## src/hdl/mio_consts.vh

```
// register offsets, reset values and codes of the multiplexed io bank
`ifndef MIO_CONSTS_VH
`define MIO_CONSTS_VH
`define MIO_PINS 117
`define MIO_PORTS 8
`define MIO_LINES 24
`define MIO_WAKE_LINES 16
`define MIO_FILT_FIRST 16
`define MIO_EXTERNAL_IRQ_LINE_PIN0 82
`define MIO_REG_FUNC 2'h0
`define MIO_REG_DATA 2'h1
`define MIO_REG_PUD 2'h2
`define MIO_ADR_MISC 8'h80
`define MIO_ADR_TRIG0 8'h88
`define MIO_ADR_TRIG1 8'h8C
`define MIO_ADR_TRIG2 8'h90
`define MIO_ADR_FILT 8'h94
`define MIO_ADR_MASK 8'h98
`define MIO_ADR_PEND 8'h9C
`define MIO_FUNC_A_RST 32'h007FFFFF
`define MIO_RST_ZERO 32'h00000000
`define MIO_MASK_RST 24'hFFFFFF
`define MIO_F_IN 2'h0
`define MIO_F_OUT 2'h1
`define MIO_F_ALT1 2'h2
`define MIO_F_ALT2 2'h3
`define MIO_TRG_LOW 3'h0
`define MIO_TRG_HIGH 3'h1
`define MIO_TRG_FALL 2'h1
`define MIO_TRG_RISE 2'h2
`define MIO_TRG_BOTH 2'h3
`define MIO_RESP_OKAY 2'h0
`define MIO_RESP_SLVERR 2'h2
`endif

```

## src/hdl/mio_top.v

```verilog
// multiplexed io port bank with external interrupt lines and axi4-lite
`timescale 1ns/1ps
`include "mio_consts.vh"

////////////////////////////////////////////////////////////////////////////
module mio_top (
  input wire clk_sys_in,
  input wire rst_b_in,
  input wire [7:0] s_axi_awaddr_in,
  input wire s_axi_awvalid_in,
  output reg s_axi_awready_out,
  input wire [31:0] s_axi_wdata_in,
  input wire [3:0] s_axi_wstrb_in,
  input wire s_axi_wvalid_in,
  output reg s_axi_wready_out,
  output reg [1:0] s_axi_bresp_out,
  output reg s_axi_bvalid_out,
  input wire s_axi_bready_in,
  input wire [7:0] s_axi_araddr_in,
  input wire s_axi_arvalid_in,
  output reg s_axi_arready_out,
  output reg [31:0] s_axi_rdata_out,
  output reg [1:0] s_axi_rresp_out,
  output reg s_axi_rvalid_out,
  input wire s_axi_rready_in,
  input wire [116:0] pin_in,
  output reg [116:0] pin_out,
  output reg [116:0] pin_oe_out,
  output reg [93:0] pullup_en_out,
  input wire [116:0] alt1_drive_in,
  input wire [116:0] alt1_oe_in,
  input wire [116:0] alt2_drive_in,
  input wire [116:0] alt2_oe_in,
  output reg [116:0] pin_sync_out,
  output reg [31:0] misc_ctrl_out,
  input wire power_off_in,
  output reg wake_out,
  output reg irq_out,
  output reg ext_irq_group_low_pending_out,
  output reg ext_irq_group_high_pending_out
);

  function integer pbase;
    input integer p;
    begin
      case (p)
        0: pbase = 0;
        1: pbase = 23;
        2: pbase = 34;
        3: pbase = 50;
        4: pbase = 66;
        5: pbase = 82;
        6: pbase = 90;
        7: pbase = 106;
        default: pbase = 117;
      endcase
    end
  endfunction

  function integer pnum;
    input integer i;
    integer k;
    begin
      pnum = 0;
      for (k = 1; k < 8; k = k + 1)
        if (i >= pbase(k))
          pnum = k;
    end
  endfunction

  function [31:0] pmask;
    input integer p;
    begin
      pmask = (32'h00000001 << (pbase(p + 1) - pbase(p))) - 32'h00000001;
    end
  endfunction

  function [31:0] fmask;
    input integer p;
    begin
      if (p == 3'h0)
        fmask = pmask(p);
      else if (pbase(p + 1) - pbase(p) >= 16)
        fmask = 32'hFFFFFFFF;
      else
        fmask = (32'h00000001 << (2 * (pbase(p + 1) - pbase(p))))
          - 32'h00000001;
    end
  endfunction

  function [31:0] merge;
    input [31:0] old;
    input [31:0] nw;
    input [3:0] strb;
    integer k;
    begin
      merge = old;
      for (k = 0; k < 4; k = k + 1)
        if (strb[k])
          merge[8 * k +: 8] = nw[8 * k +: 8];
    end
  endfunction

  reg [31:0] func_r [0:7];
  reg [31:0] data_r [0:7];
  reg [31:0] pud_r [0:7];
  reg [31:0] trig_r [0:2];
  reg [15:0] filt_r;
  reg [23:0] mask_r;
  reg [23:0] pend_r;
  reg [116:0] sync1;
  reg [7:0] aw_addr;
  reg aw_held;
  reg [31:0] w_data;
  reg [3:0] w_strb;
  reg w_held;
  wire [233:0] pin_f;
  wire [116:0] next_out;
  wire [116:0] next_oe;
  wire [116:0] rd_bit;
  wire [93:0] next_pu;
  wire [23:0] hit;
  reg [31:0] next_rdata;
  reg next_rerr;
  reg wr_err;
  reg [23:0] pend_clr;
  wire [116:0] rd_shift;
  wire [31:0] clr_m;
  wire [31:0] filt_m;
  wire [31:0] mask_m;
  integer n;

  // full-word merges, cut to register width where they are used
  assign rd_shift = rd_bit >> pbase(s_axi_araddr_in[6:4]);
  assign clr_m = merge(`MIO_RST_ZERO, w_data, w_strb);
  assign filt_m = merge({16'h0000, filt_r}, w_data, w_strb);
  assign mask_m = merge({8'h00, mask_r}, w_data, w_strb);

  ////////////////////////////////////////////////////////////////////////////
  // per-pin function mux
  genvar i;
  generate
    for (i = 0; i < 117; i = i + 1)
    begin : g_pin
      localparam P = pnum(i);
      localparam B = i - pbase(P);
      if (P == 0)
      begin : g_a
        // first port: bit 0 plain output, 1 alternate
        assign pin_f[2 * i +: 2] = func_r[0][B] ? `MIO_F_ALT1 : `MIO_F_OUT;
      end
      else
      begin : g_io
        assign pin_f[2 * i +: 2] = func_r[P][2 * B +: 2];
        assign next_pu[i - 23] = ~pud_r[P][B];
      end
      assign next_out[i] = (pin_f[2 * i +: 2] == `MIO_F_OUT) ? data_r[P][B] :
        (pin_f[2 * i +: 2] == `MIO_F_ALT1) ? alt1_drive_in[i] :
        (pin_f[2 * i +: 2] == `MIO_F_ALT2) ? alt2_drive_in[i] : 1'b0;
      assign next_oe[i] = (P == 0) || (pin_f[2 * i +: 2] == `MIO_F_OUT) ||
        (pin_f[2 * i +: 2] == `MIO_F_ALT1 && alt1_oe_in[i]) ||
        (pin_f[2 * i +: 2] == `MIO_F_ALT2 && alt2_oe_in[i]);
      assign rd_bit[i] = (pin_f[2 * i +: 2] == `MIO_F_IN) ? pin_sync_out[i] :
        (pin_f[2 * i +: 2] == `MIO_F_OUT) ? data_r[P][B] : 1'b0;
    end
  endgenerate

  ////////////////////////////////////////////////////////////////////////////
  // external interrupt lines: filter and trigger detection
  generate
    for (i = 0; i < 24; i = i + 1)
    begin : g_line
      localparam Q = `MIO_EXTERNAL_IRQ_LINE_PIN0 + i;
      reg lvl;
      reg lvl_d;
      reg [7:0] cnt;
      wire [2:0] cfg = trig_r[i / 8][(i % 8) * 4 +: 3];
      wire sel = pin_f[2 * Q +: 2] == `MIO_F_ALT1;
      wire flt_on = (i >= `MIO_FILT_FIRST) && filt_r[i % 8];
      always @(posedge clk_sys_in or negedge rst_b_in)
      begin
        if (!rst_b_in)
        begin
          lvl <= 1'b1;
          lvl_d <= 1'b1;
          cnt <= 8'h00;
        end
        else
        begin
          lvl_d <= lvl;
          if (!flt_on || pin_sync_out[Q] == lvl)
          begin
            cnt <= 8'h00;
            lvl <= pin_sync_out[Q];
          end
          else if (cnt == filt_r[15:8])
          begin
            cnt <= 8'h00;
            lvl <= pin_sync_out[Q];
          end
          else
            cnt <= cnt + 8'h01;
        end
      end
      assign hit[i] = sel && (
        (cfg == `MIO_TRG_LOW && !lvl) ||
        (cfg == `MIO_TRG_HIGH && lvl) ||
        (cfg[2:1] == `MIO_TRG_FALL && lvl_d && !lvl) ||
        (cfg[2:1] == `MIO_TRG_RISE && !lvl_d && lvl) ||
        (cfg[2:1] == `MIO_TRG_BOTH && lvl_d != lvl));
    end
  endgenerate

  ////////////////////////////////////////////////////////////////////////////
  // register read decode
  always @*
  begin
    next_rdata = `MIO_RST_ZERO;
    next_rerr = 1'b0;
    if (!s_axi_araddr_in[7])
    begin
      case (s_axi_araddr_in[3:2])
        `MIO_REG_FUNC: next_rdata = func_r[s_axi_araddr_in[6:4]];
        `MIO_REG_DATA: next_rdata = rd_shift[31:0] &
          pmask(s_axi_araddr_in[6:4]);
        `MIO_REG_PUD:
        begin
          next_rdata = pud_r[s_axi_araddr_in[6:4]];
          next_rerr = s_axi_araddr_in[6:4] == 3'h0;
        end
        default: next_rerr = 1'b1;
      endcase
    end
    else
    begin
      case (s_axi_araddr_in)
        `MIO_ADR_MISC: next_rdata = misc_ctrl_out;
        `MIO_ADR_TRIG0: next_rdata = trig_r[0];
        `MIO_ADR_TRIG1: next_rdata = trig_r[1];
        `MIO_ADR_TRIG2: next_rdata = trig_r[2];
        `MIO_ADR_FILT: next_rdata = {16'h0000, filt_r};
        `MIO_ADR_MASK: next_rdata = {8'h00, mask_r};
        `MIO_ADR_PEND: next_rdata = {8'h00, pend_r};
        default: next_rerr = 1'b1;
      endcase
    end
  end

  always @*
  begin
    wr_err = 1'b0;
    if (!aw_addr[7])
      wr_err = (aw_addr[3:2] == 2'h3) ||
        (aw_addr[3:2] == `MIO_REG_PUD && aw_addr[6:4] == 3'h0);
    else if (aw_addr != `MIO_ADR_MISC && aw_addr != `MIO_ADR_TRIG0 &&
      aw_addr != `MIO_ADR_TRIG1 && aw_addr != `MIO_ADR_TRIG2 &&
      aw_addr != `MIO_ADR_FILT && aw_addr != `MIO_ADR_MASK &&
      aw_addr != `MIO_ADR_PEND)
      wr_err = 1'b1;
    pend_clr = 24'h000000;
    if (aw_held && w_held && !s_axi_bvalid_out && aw_addr == `MIO_ADR_PEND)
      pend_clr = clr_m[23:0];
  end

  ////////////////////////////////////////////////////////////////////////////
  // bus slave, registers and pin outputs; reset only by rst_b_in
  always @(posedge clk_sys_in or negedge rst_b_in)
  begin
    if (!rst_b_in)
    begin
      for (n = 0; n < 8; n = n + 1)
      begin
        func_r[n] <= (n == 0) ? `MIO_FUNC_A_RST : `MIO_RST_ZERO;
        data_r[n] <= `MIO_RST_ZERO;
        pud_r[n] <= `MIO_RST_ZERO;
      end
      for (n = 0; n < 3; n = n + 1)
        trig_r[n] <= `MIO_RST_ZERO;
      filt_r <= 16'h0000;
      mask_r <= `MIO_MASK_RST;
      pend_r <= 24'h000000;
      misc_ctrl_out <= `MIO_RST_ZERO;
      sync1 <= {117{1'b0}};
      pin_sync_out <= {117{1'b0}};
      pin_out <= {117{1'b0}};
      pin_oe_out <= {117{1'b0}};
      pullup_en_out <= {94{1'b0}};
      wake_out <= 1'b0;
      irq_out <= 1'b0;
      ext_irq_group_low_pending_out <= 1'b0;
      ext_irq_group_high_pending_out <= 1'b0;
      aw_addr <= 8'h00;
      aw_held <= 1'b0;
      w_data <= `MIO_RST_ZERO;
      w_strb <= 4'h0;
      w_held <= 1'b0;
      s_axi_awready_out <= 1'b0;
      s_axi_wready_out <= 1'b0;
      s_axi_bvalid_out <= 1'b0;
      s_axi_bresp_out <= `MIO_RESP_OKAY;
      s_axi_arready_out <= 1'b0;
      s_axi_rvalid_out <= 1'b0;
      s_axi_rresp_out <= `MIO_RESP_OKAY;
      s_axi_rdata_out <= `MIO_RST_ZERO;
    end
    else
    begin
      sync1 <= pin_in;
      pin_sync_out <= sync1;
      pin_out <= next_out;
      pin_oe_out <= next_oe;
      pullup_en_out <= next_pu;
      // set wins over a clearing write in the same cycle
      pend_r <= (pend_r & ~pend_clr) | hit;
      irq_out <= |(pend_r & ~mask_r);
      wake_out <= power_off_in && |hit[`MIO_WAKE_LINES - 1:0];
      ext_irq_group_low_pending_out <= |(pend_r[7:4] & ~mask_r[7:4]);
      ext_irq_group_high_pending_out <= |(pend_r[23:8] & ~mask_r[23:8]);
      s_axi_awready_out <= !aw_held && !s_axi_awready_out && s_axi_awvalid_in;
      s_axi_wready_out <= !w_held && !s_axi_wready_out && s_axi_wvalid_in;
      if (s_axi_awvalid_in && s_axi_awready_out)
      begin
        aw_held <= 1'b1;
        aw_addr <= s_axi_awaddr_in;
      end
      if (s_axi_wvalid_in && s_axi_wready_out)
      begin
        w_held <= 1'b1;
        w_data <= s_axi_wdata_in;
        w_strb <= s_axi_wstrb_in;
      end
      if (aw_held && w_held && !s_axi_bvalid_out)
      begin
        s_axi_bvalid_out <= 1'b1;
        s_axi_bresp_out <= wr_err ? `MIO_RESP_SLVERR : `MIO_RESP_OKAY;
        aw_held <= 1'b0;
        w_held <= 1'b0;
        if (!wr_err && !aw_addr[7])
        begin
          case (aw_addr[3:2])
            `MIO_REG_FUNC: func_r[aw_addr[6:4]] <= merge(func_r[aw_addr[6:4]],
              w_data, w_strb) & fmask(aw_addr[6:4]);
            `MIO_REG_DATA: data_r[aw_addr[6:4]] <= merge(data_r[aw_addr[6:4]],
              w_data, w_strb) & pmask(aw_addr[6:4]);
            default: pud_r[aw_addr[6:4]] <= merge(pud_r[aw_addr[6:4]],
              w_data, w_strb) & pmask(aw_addr[6:4]);
          endcase
        end
        else if (!wr_err)
        begin
          case (aw_addr)
            `MIO_ADR_MISC: misc_ctrl_out <= merge(misc_ctrl_out, w_data,
              w_strb);
            `MIO_ADR_TRIG0: trig_r[0] <= merge(trig_r[0], w_data, w_strb);
            `MIO_ADR_TRIG1: trig_r[1] <= merge(trig_r[1], w_data, w_strb);
            `MIO_ADR_TRIG2: trig_r[2] <= merge(trig_r[2], w_data, w_strb);
            `MIO_ADR_FILT: filt_r <= filt_m[15:0];
            `MIO_ADR_MASK: mask_r <= mask_m[23:0];
            default: ;
          endcase
        end
      end
      else if (s_axi_bvalid_out && s_axi_bready_in)
        s_axi_bvalid_out <= 1'b0;
      s_axi_arready_out <= !s_axi_arready_out && !s_axi_rvalid_out &&
        s_axi_arvalid_in;
      if (s_axi_arvalid_in && s_axi_arready_out)
      begin
        s_axi_rvalid_out <= 1'b1;
        s_axi_rdata_out <= next_rdata;
        s_axi_rresp_out <= next_rerr ? `MIO_RESP_SLVERR : `MIO_RESP_OKAY;
      end
      else if (s_axi_rvalid_out && s_axi_rready_in)
        s_axi_rvalid_out <= 1'b0;
    end
  end

endmodule // mio_top

```

## config.mk

```make
export PLATFORM = sky130hd
export DESIGN_NAME = mio_top
export DESIGN_NICKNAME = d
export VERILOG_FILES = /design/src/hdl/mio_top.v
export VERILOG_INCLUDE_DIRS = /design/src /design/src/hdl
export SDC_FILE = /design/constraint.sdc
export NUM_CORES = 2
export LEC_CHECK = 0
export CORE_AREA = 2 2 459 461
export CTS_BUF_LIST = sky130_fd_sc_hd__clkbuf_4 sky130_fd_sc_hd__clkbuf_8
export CTS_CLUSTER_DIAMETER = 40
export CTS_CLUSTER_SIZE = 10
export DETAILED_ROUTE_END_ITERATION = 10
export DIE_AREA = 0 0 461 463
export DONT_BUFFER_PORTS = 1
export HOLD_SLACK_MARGIN = 0.1
export PLACE_DENSITY = 0.57
export SYNTH_ARGS = -nofsm -noshare
export SYNTH_HDL_FRONTEND = slang
export SYNTH_SLANG_ARGS = --single-unit
```

## constraint.sdc

```tcl
create_clock -name clk_sys_in -period 5.7 [get_ports clk_sys_in]
set_input_delay 0.855 -clock clk_sys_in [delete_from_list [all_inputs] [get_ports clk_sys_in]]
set_output_delay 0.855 -clock clk_sys_in [all_outputs]
set_load 0.02 [all_outputs]
```

* Word level (Yosys, flattened, before mapping)
Memories as Yosys holds them, arrays and structs flattened.
Cells that the tools add are included.
** Word-level totals
- ROM bits :: 728
- Register bits after elaboration :: 1725
- Bits of input ports :: 645
- Logic and storage cells :: 2528
- Output and inout port bits :: 522
- Memories kept :: 13
** Memory list
- (no name shown) :: depth 8, bits a word 7, read ports 1, clocked after Yosys merged registers in 0, write ports 0, RTL line mio_top.v:46 : case (p)
- (no name shown) :: depth 8, bits a word 7, read ports 1, clocked after Yosys merged registers in 0, write ports 0, RTL line mio_top.v:46
- (no name shown) :: depth 8, bits a word 7, read ports 1, clocked after Yosys merged registers in 0, write ports 0, RTL line mio_top.v:46
- (no name shown) :: depth 8, bits a word 7, read ports 1, clocked after Yosys merged registers in 0, write ports 0, RTL line mio_top.v:46
- (no name shown) :: depth 8, bits a word 7, read ports 1, clocked after Yosys merged registers in 0, write ports 0, RTL line mio_top.v:46
- (no name shown) :: depth 8, bits a word 7, read ports 1, clocked after Yosys merged registers in 0, write ports 0, RTL line mio_top.v:46
- 7 more memories
** Operators by class
- Magnitude comparators :: 4
- Shifts and indexed selects :: 6
- Bitwise operators :: 112
- Mux-type cells :: 783
- Add/sub/neg operators :: 21
- Eq/ne operators :: 513
- Reduce and logical (&&, ||, !) cells :: 952
** Operator list (number)
- 32-bit 2-to-1 mux :: 54
- 256-bit bitwise mux :: 3
- 1-bit 2-to-1 mux :: 613
- 2-bit equality test, second input constant :: 285
- 8-bit 2-to-1 mux :: 67
- 32-bit binary-select mux with 3-bit select :: 5
- 1-bit logical AND :: 404
- 31-bit 2-to-1 mux :: 11
- 1-bit logical OR :: 293
- 2-bit by 1-bit equality test with 1-bit output, second input constant :: 143
- 2-bit logical NOT :: 119
- 32-bit one-hot mux with 7 select lines :: 1
- 1-bit by 32-bit left shift with 32-bit output, first input constant :: 5
- 32-bit by 1-bit subtractor with 32-bit output, second input constant :: 5
- 32-bit subtractor :: 5
- 32-bit AND :: 4
- 117-bit by 32-bit right shift with 32-bit output :: 1
- 8-bit equality test, second input constant :: 14
- 5-bit AND reduction :: 21
- 1-bit inverter :: 97
- 32-bit demux with 3-bit select :: 1
- 32-bit one-hot mux with 3 select lines :: 1
- 3-bit logical NOT :: 26
- 3-bit by 1-bit equality test with 1-bit output, second input constant :: 24
- other kinds (30) :: 189

* Depth between registers and ports, before layout
- Depth after elaboration :: 30
- Depth in mapped cells :: 34
- Depth with buffers taken out :: 23

* Least setup slack after synthesis
No wires, ideal clock.
- Path kind :: input to register
- Start :: input s_axi_araddr_in[4]
- End :: register s_axi_rdata_out[22]
- Library setup time :: 77 ps
- Data required time :: 5623 ps
- Path slack :: -2270 ps
- Arrival :: 7893 ps
- Buffers on the path :: 11
- Cell stages on the path :: 34
- Cell sequence :: clkbuf_1 -> buf_2 -> buf_2 -> clkbuf_1 -> inv_1 -> clkbuf_1 -> clkbuf_1 -> ha_1 -> clkbuf_1 -> inv_1 -> clkbuf_1 -> buf_1 -> nor2_1 -> a211oi_1 -> a31oi_1 -> ha_1 -> clkbuf_1 -> nand2_1 -> a211o_1 -> nand2_1 -> ha_1 -> a21oi_1 -> a311oi_4 -> o21ai_2 -> or3_1 -> or3b_2 -> ha_1 -> clkbuf_1 -> nand2_1 -> o21bai_1 -> nor3_1 -> xnor2_1 -> nand3_1 -> a21oi_1
** On the way
- Cells in the longest elaborated chain, start to end :: 11
- Elaborated cells on any way between the ends :: 32
- Those cells by class :: add/sub: 3; eq/ne: 7; shift: 2; mux: 14; bitwise: 2; reduce/logical: 1; memory: 3
** Ends and longest elaborated chain
- start, declared :: RTL line mio_top.v:19 : input wire [7:0] s_axi_araddr_in,
- 3-bit by 1-bit adder with 4-bit output :: RTL line mio_top.v:74 : pmask = (32'h00000001 << (pbase(p + 1) - pbase(p))) - 32'h00000001;
- memory 8 x 7 bit / 29-bit logical NOT (equally long branches)
- 32-bit 2-to-1 mux :: RTL line mio_top.v:46
- 32-bit 2-to-1 mux :: RTL line mio_top.v:222 : case (s_axi_araddr_in[3:2])
- 32-bit 2-to-1 mux :: RTL line mio_top.v:220 : if (!s_axi_araddr_in[7])
- 32-bit subtractor :: RTL line mio_top.v:74
- 1-bit by 32-bit left shift with 32-bit output :: RTL line mio_top.v:74
- 32-bit by 1-bit subtractor with 32-bit output :: RTL line mio_top.v:74
- 32-bit AND :: RTL line mio_top.v:224 : `MIO_REG_DATA: next_rdata = rd_shift[31:0] &
- 32-bit one-hot mux with 3 select lines :: RTL line mio_top.v:222
- 32-bit 2-to-1 mux (*) :: RTL line mio_top.v:220
- end signal, assigned :: RTL line mio_top.v:304 : s_axi_rdata_out <= `MIO_RST_ZERO;
- end signal, assigned :: RTL line mio_top.v:370 : s_axi_rdata_out <= next_rdata;
- end, declared :: RTL line mio_top.v:22 : output reg [31:0] s_axi_rdata_out,
Every way passes the cells marked *; elsewhere a longest branch is shown, timed or not. The select of a mux whose other input is x is not followed.
A chain may end at the register's enable or synchronous reset.

* Worst setup path in the final report
- Start :: register aw_addr[4]
- End :: register func_r[205] (netlist bit)
** On the way
- Cells in the longest elaborated chain, start to end :: 18
- Elaborated cells on any way between the ends :: 86
- Those cells by class :: add/sub: 6; order compare: 3; eq/ne: 7; shift: 2; mux: 46; bitwise: 2; reduce/logical: 14; memory: 6
** Ends and longest elaborated chain
- start, declared :: RTL line mio_top.v:112 : reg [7:0] aw_addr;
- start signal, assigned :: RTL line mio_top.v:324 : aw_addr <= s_axi_awaddr_in;
- 3-bit by 1-bit adder with 4-bit output :: RTL line mio_top.v:74, mio_top.v:83, mio_top.v:86
- memory 8 x 7 bit / 29-bit logical NOT (equally long branches)
- 31-bit 2-to-1 mux :: RTL line mio_top.v:46
- 31-bit 2-to-1 mux :: RTL line mio_top.v:83 : else if (pbase(p + 1) - pbase(p) >= 16)
- 31-bit 2-to-1 mux :: RTL line mio_top.v:81 : if (p == 3'h0)
- 31-bit 2-to-1 mux :: RTL line mio_top.v:340 : case (aw_addr[3:2])
- 31-bit 2-to-1 mux :: RTL line mio_top.v:338 : if (!wr_err && !aw_addr[7])
- 31-bit 2-to-1 mux :: RTL line mio_top.v:332 : if (aw_held && w_held && !s_axi_bvalid_out)
- [... 2 more ...]
- 32-bit by 1-bit subtractor with 32-bit output :: RTL line mio_top.v:87 : - 32'h00000001;
- 32-bit 2-to-1 mux :: RTL line mio_top.v:83
- 32-bit 2-to-1 mux :: RTL line mio_top.v:81
- 32-bit 2-to-1 mux :: RTL line mio_top.v:340
- 32-bit 2-to-1 mux :: RTL line mio_top.v:338
- 32-bit 2-to-1 mux :: RTL line mio_top.v:332
- 32-bit AND :: RTL line mio_top.v:342 : w_data, w_strb) & fmask(aw_addr[6:4]);
- 256-bit bitwise mux :: RTL line mio_top.v:341 : `MIO_REG_FUNC: func_r[aw_addr[6:4]] <= merge(func_r[aw_addr[6:4]],
- end signal, assigned by index :: RTL line mio_top.v:273 : func_r[n] <= (n == 0) ? `MIO_FUNC_A_RST : `MIO_RST_ZERO;
- end signal, assigned by index :: RTL line mio_top.v:341
- end, declared :: RTL line mio_top.v:104 : reg [31:0] func_r [0:7];
Several ways; a longest one is shown, not always the timed one. The select of a mux whose other input is x is not followed.

==> reports/qor.csv <==
metric,value,unit
vias in the first global route,71600,
Crit path required time,6.62,ns
Setup Crit Path Kind,flop to flop,
clock skew,0.120,ns
top area cells in the synthesized netlist,"dfrtp_1 47%, mux2_2 8.7%, mux4_2 5.4%, nand2_1 4.4%, o21ai_0 3.5%",
# clock sinks,1629,
Detail Route Antenna Nets,0,
# IOs,1167,
clock network power share,0.221,
slew margin rel.,-0.00334,
critical-path maximum fanout,9,
Bufs and invs on worst path,3,
WL/cell,41.4,microns
total congestion overflow,0,
critical-path cell list,ha_1 > xnor2_1 > mux2i_1 > nand2_1 > ha_1 > a21oi_1 > nand3_1 > ha_1 > a311o_2 > buf_4 > a211oi_4 > buf_4 > buf_4 > nand2_1 > mux2i_1 > o21ai_0 > o31ai_1,
period utilization,0.980,
Final Non-Filler Cells,11500,
H-tree Lvls,5,
Pre-antenna DRT Iters,6,
type of origin of the critical path,flop,
Setup Viol. Count Final,0,
unrepaired setup endpoints after global routing,no,
Core Box Area,209000,sq um
Hold Path End,pin_out[65],
#FFs+latches synth,1629,
combinational share of power,0.453,
Nets,9121,
cells on worst reg2reg path,17,
Area growth syn-to-layout,20.2,%
Clock transition at path regs,0.07,ns
detailed-route wire length,476,mm
failing checks,slew limit,
HPWL Detailed,360,mm
sequential share of power,0.326,
R2R Path End,func_r[205],
Leak,42.5,nW
Die Height,463,microns
CP top delay family,compound AO/OA/AOI/OAI gates,
largest net degree at the start of global routing,232,
Syn Area/Cell,10.5,sq um
clock root buffer,clkbuf_8,
reg2reg start,aw_addr[4],
CTS tree,yes,
CTS max path bufs,4,
Die ar.,213000,sq um
Initial Util,0.394,
critical path's largest stage delay,0.72,ns
CTS Buf Count,305,
final count of pins violating max slew,14,
multi-input logic area,38100,sq um
TNS Setup,0,ns
Crit. End Element,flop,
Post-synth ARST share,1.00,
initial antenna violation count,110,
Worst Tran Pin Value,1.51,ns
reg2reg setup slack,0.12,ns
Sw Pwr,28.7,mW
port bufs,0,
Critical Path AT,6.50,ns
Remaining DRCs,0,
Cell Int Power,30.0,mW
Hold Startpoint,alt2_drive_in[65],
status,"complete, but fails checks",
Max-Cap Viols,0,
Place WS,0.202,ns
WHS Path Cells,3,
Mapped Cells,7835,
crit path max-delay cell type,mux2i_1,
Yosys warnings,0,
fillers,19500,
Synth Cell Area,82200,sq um
row count,168,
routed via count,74900,
Total GRT Usage,0.435,
drt initial violations,11100,
Worst Hold Class,input port to flop,
power per cell area,594,nW/um^2
first-pass GRT wire length,633,mm
Net Sw Frac,0.489,
final hold violation count,0,
ys flop type,dfrtp_1,
FF+latch area,40900,sq um
maximum clock rate,179,MHz
vias per inst,6.50,
Tmin final,5.58,ns
placed cell count,10500,
part of the Yosys area used for sequential elements,0.497,
Worst VDD drop,0.514,mV
layout cell share with drive strength beyond 1,0.236,
number of flops mapped to enable cells by yosys,0,
count of cell types in the netlist,111,
die width,461,microns
"area leader, netlist",dfrtp_1,
final setup margin,0.117,ns
share of the synthesized area in the top cell type,0.467,
worst skew pair latency,1.12,ns
GP Congestion,1.04,
[through the flow]
stage / util / hold WS (ns) / total power, mW / cell area (sq um)
2_1_floorplan: - / 0.331 / 28.7 / 82700
3_3_place_gp: 0.419 / 0.332 / 43.5 / 87300
3_5_place_dp: 0.419 / 0.335 / 43.6 / 87300
4_1_cts: 0.473 / 0.101 / 57.3 / 98700
5_1_grt: 0.474 / 0.132 / 59.7 / 98800
6_report: 0.474 / 0.157 / 58.7 / 98900
[power by group through the flow]
stage | Sequential, mW | Clock (mW) | Combinational (mW)
2_1_floorplan | 16.1 | 0 | 12.6
3_3_place_gp | 19.0 | 0 | 24.5
3_5_place_dp | 19.0 | 0 | 24.5
4_1_cts | 18.8 | 13.1 | 25.4
5_1_grt | 19.1 | 13.6 | 27.0
6_report | 19.1 | 13.0 | 26.6
[metal layers]
metal,part of all wire,vias up,global-route usage,routed length (microns)
met5,0.00067,-,0,319
met1,0.37,38400,0.549,179000
met4,0.079,46,0.292,37800
li1,-,29600,-,-
met3,0.13,1257,0.164,60500
met2,0.42,5654,0.616,199000
[registers in the layout, indices dropped and copies added, names as in the netlist, 64 cells and up]
name and flops:
pud_r 256, func_r 256, g_line.cfg 72, pin_out 117, pin_sync_out 117, data_r 184
pullup_en_out 94, sync1 117, g_line.cnt 64, pin_oe_out 95
[synth_stat cells, types with 10 or more instances]
cell	instances
a21boi_0	11
a221oi_1	69
buf_1	71
o22ai_1	65
a22oi_1	79
a21oi_1	502
o211ai_1	38
o32ai_1	20
a31oi_1	118
buf_4	25
o31ai_1	160
nor3b_1	12
xnor2_1	111
and2_1	55
mux2_2	633
dfstp_2	95
a2111oi_0	31
and3_1	30
nand2b_1	82
nand3_1	103
mux4_2	197
ha_1	35
a211oi_1	98
nand2_1	972
buf_2	48
clkbuf_1	466
o21ai_0	568
a222oi_1	10
a22o_1	40
nor4_1	25
dfrtp_1	1534
xor2_1	56
o22a_1	10
nand4_1	40
mux2i_1	193
a21o_1	45
nor2b_1	61
or3b_2	15
nor2_1	396
a221o_1	12
nor3_1	159
inv_1	273
o21a_1	18
o221ai_1	38
a211o_1	14
[cell families (layout without fill, tap and decap cells)]
| family | Yosys count | in the layout | share of synthesized area |
|---|---|---|---|
| flip-flops | 1629 | 1629 | 0.497 |
| XOR/XNOR | 169 | 169 | 0.0185 |
| adder cells (fa/ha/maj) | 38 | 38 | 0.00593 |
| other | 2 | 57 | 0.0000913 |
| multiplexers | 1031 | 1031 | 0.165 |
| buffers and inverters | 899 | 1715 | 0.0432 |
| AO/OA/AOI/OAI | 2070 | 2070 | 0.162 |
| AND/OR/NAND/NOR | 1997 | 1997 | 0.108 |
[worst max path at each step]
stage / startpoint / endpoint / slack (ns) / cells after the start
after floorplan: s_axi_araddr_in[4] / s_axi_rdata_out[4] / -0.47 / 31
after global placement: aw_addr[4] / func_r[205] / 0.26 / 17
after detailed placement: aw_addr[4] / func_r[205] / 0.20 / 17
after CTS: rst_b_in / data_r[117] / 0.09 / 7
after global routing: aw_addr[4] / func_r[205] / 0.03 / 17
final: aw_addr[4] / func_r[205] / 0.12 / 17
[timing repair]
item	CTS	global route
buffers inserted	0	0
gates resized for setup	0	1
endpoints found under the hold margin	705	0
hold buffers	463	0
setup endpoints to repair	0	6
[cell usage in the layout, fill, tap and decap left out, drive strengths merged, types with 62 or more instances in the layout]
cell type and instances:
o21ai 581, o22ai 66, dfstp 95, inv 304
xnor2 112, nor2 396, clkbuf 375, buf 451
mux4 197, nand2b 83, nor2b 62, mux2 641
a22oi 79, a31oi 120, o31ai 160, dlygate4sd3 462
dfrtp 1534, a221oi 69, nor3 165, mux2i 193
nand2 972, a21oi 511, nand3 103, a211oi 103
[worst reg2reg max path, cell delays in order (launching register included)]
cell	delay (ns)
dfrtp_4	0.53
ha_1	0.31
xnor2_1	0.38
mux2i_1	0.23
nand2_1	0.07
ha_1	0.35
a21oi_1	0.29
nand3_1	0.14
ha_1	0.33
a311o_2	0.36
buf_4	0.18
a211oi_4	0.19
buf_4	0.18
buf_4	0.17
nand2_1	0.06
mux2i_1	0.72
o21ai_0	0.36
o31ai_1	0.55
[final cells by class]
cell class / instances / share of cell area
clock buffer: 375 / 0.0504
clock inverter: 145 / 0.0179
antenna: 54 / 0.00137
sequential: 1629 / 0.414
tap: 2805 / 0.0355
multi-input combinational: 5308 / 0.385
inverter: 282 / 0.0108
timing repair buffer: 913 / 0.0852
No activity file was read; power rests on OpenSTA's default activity.
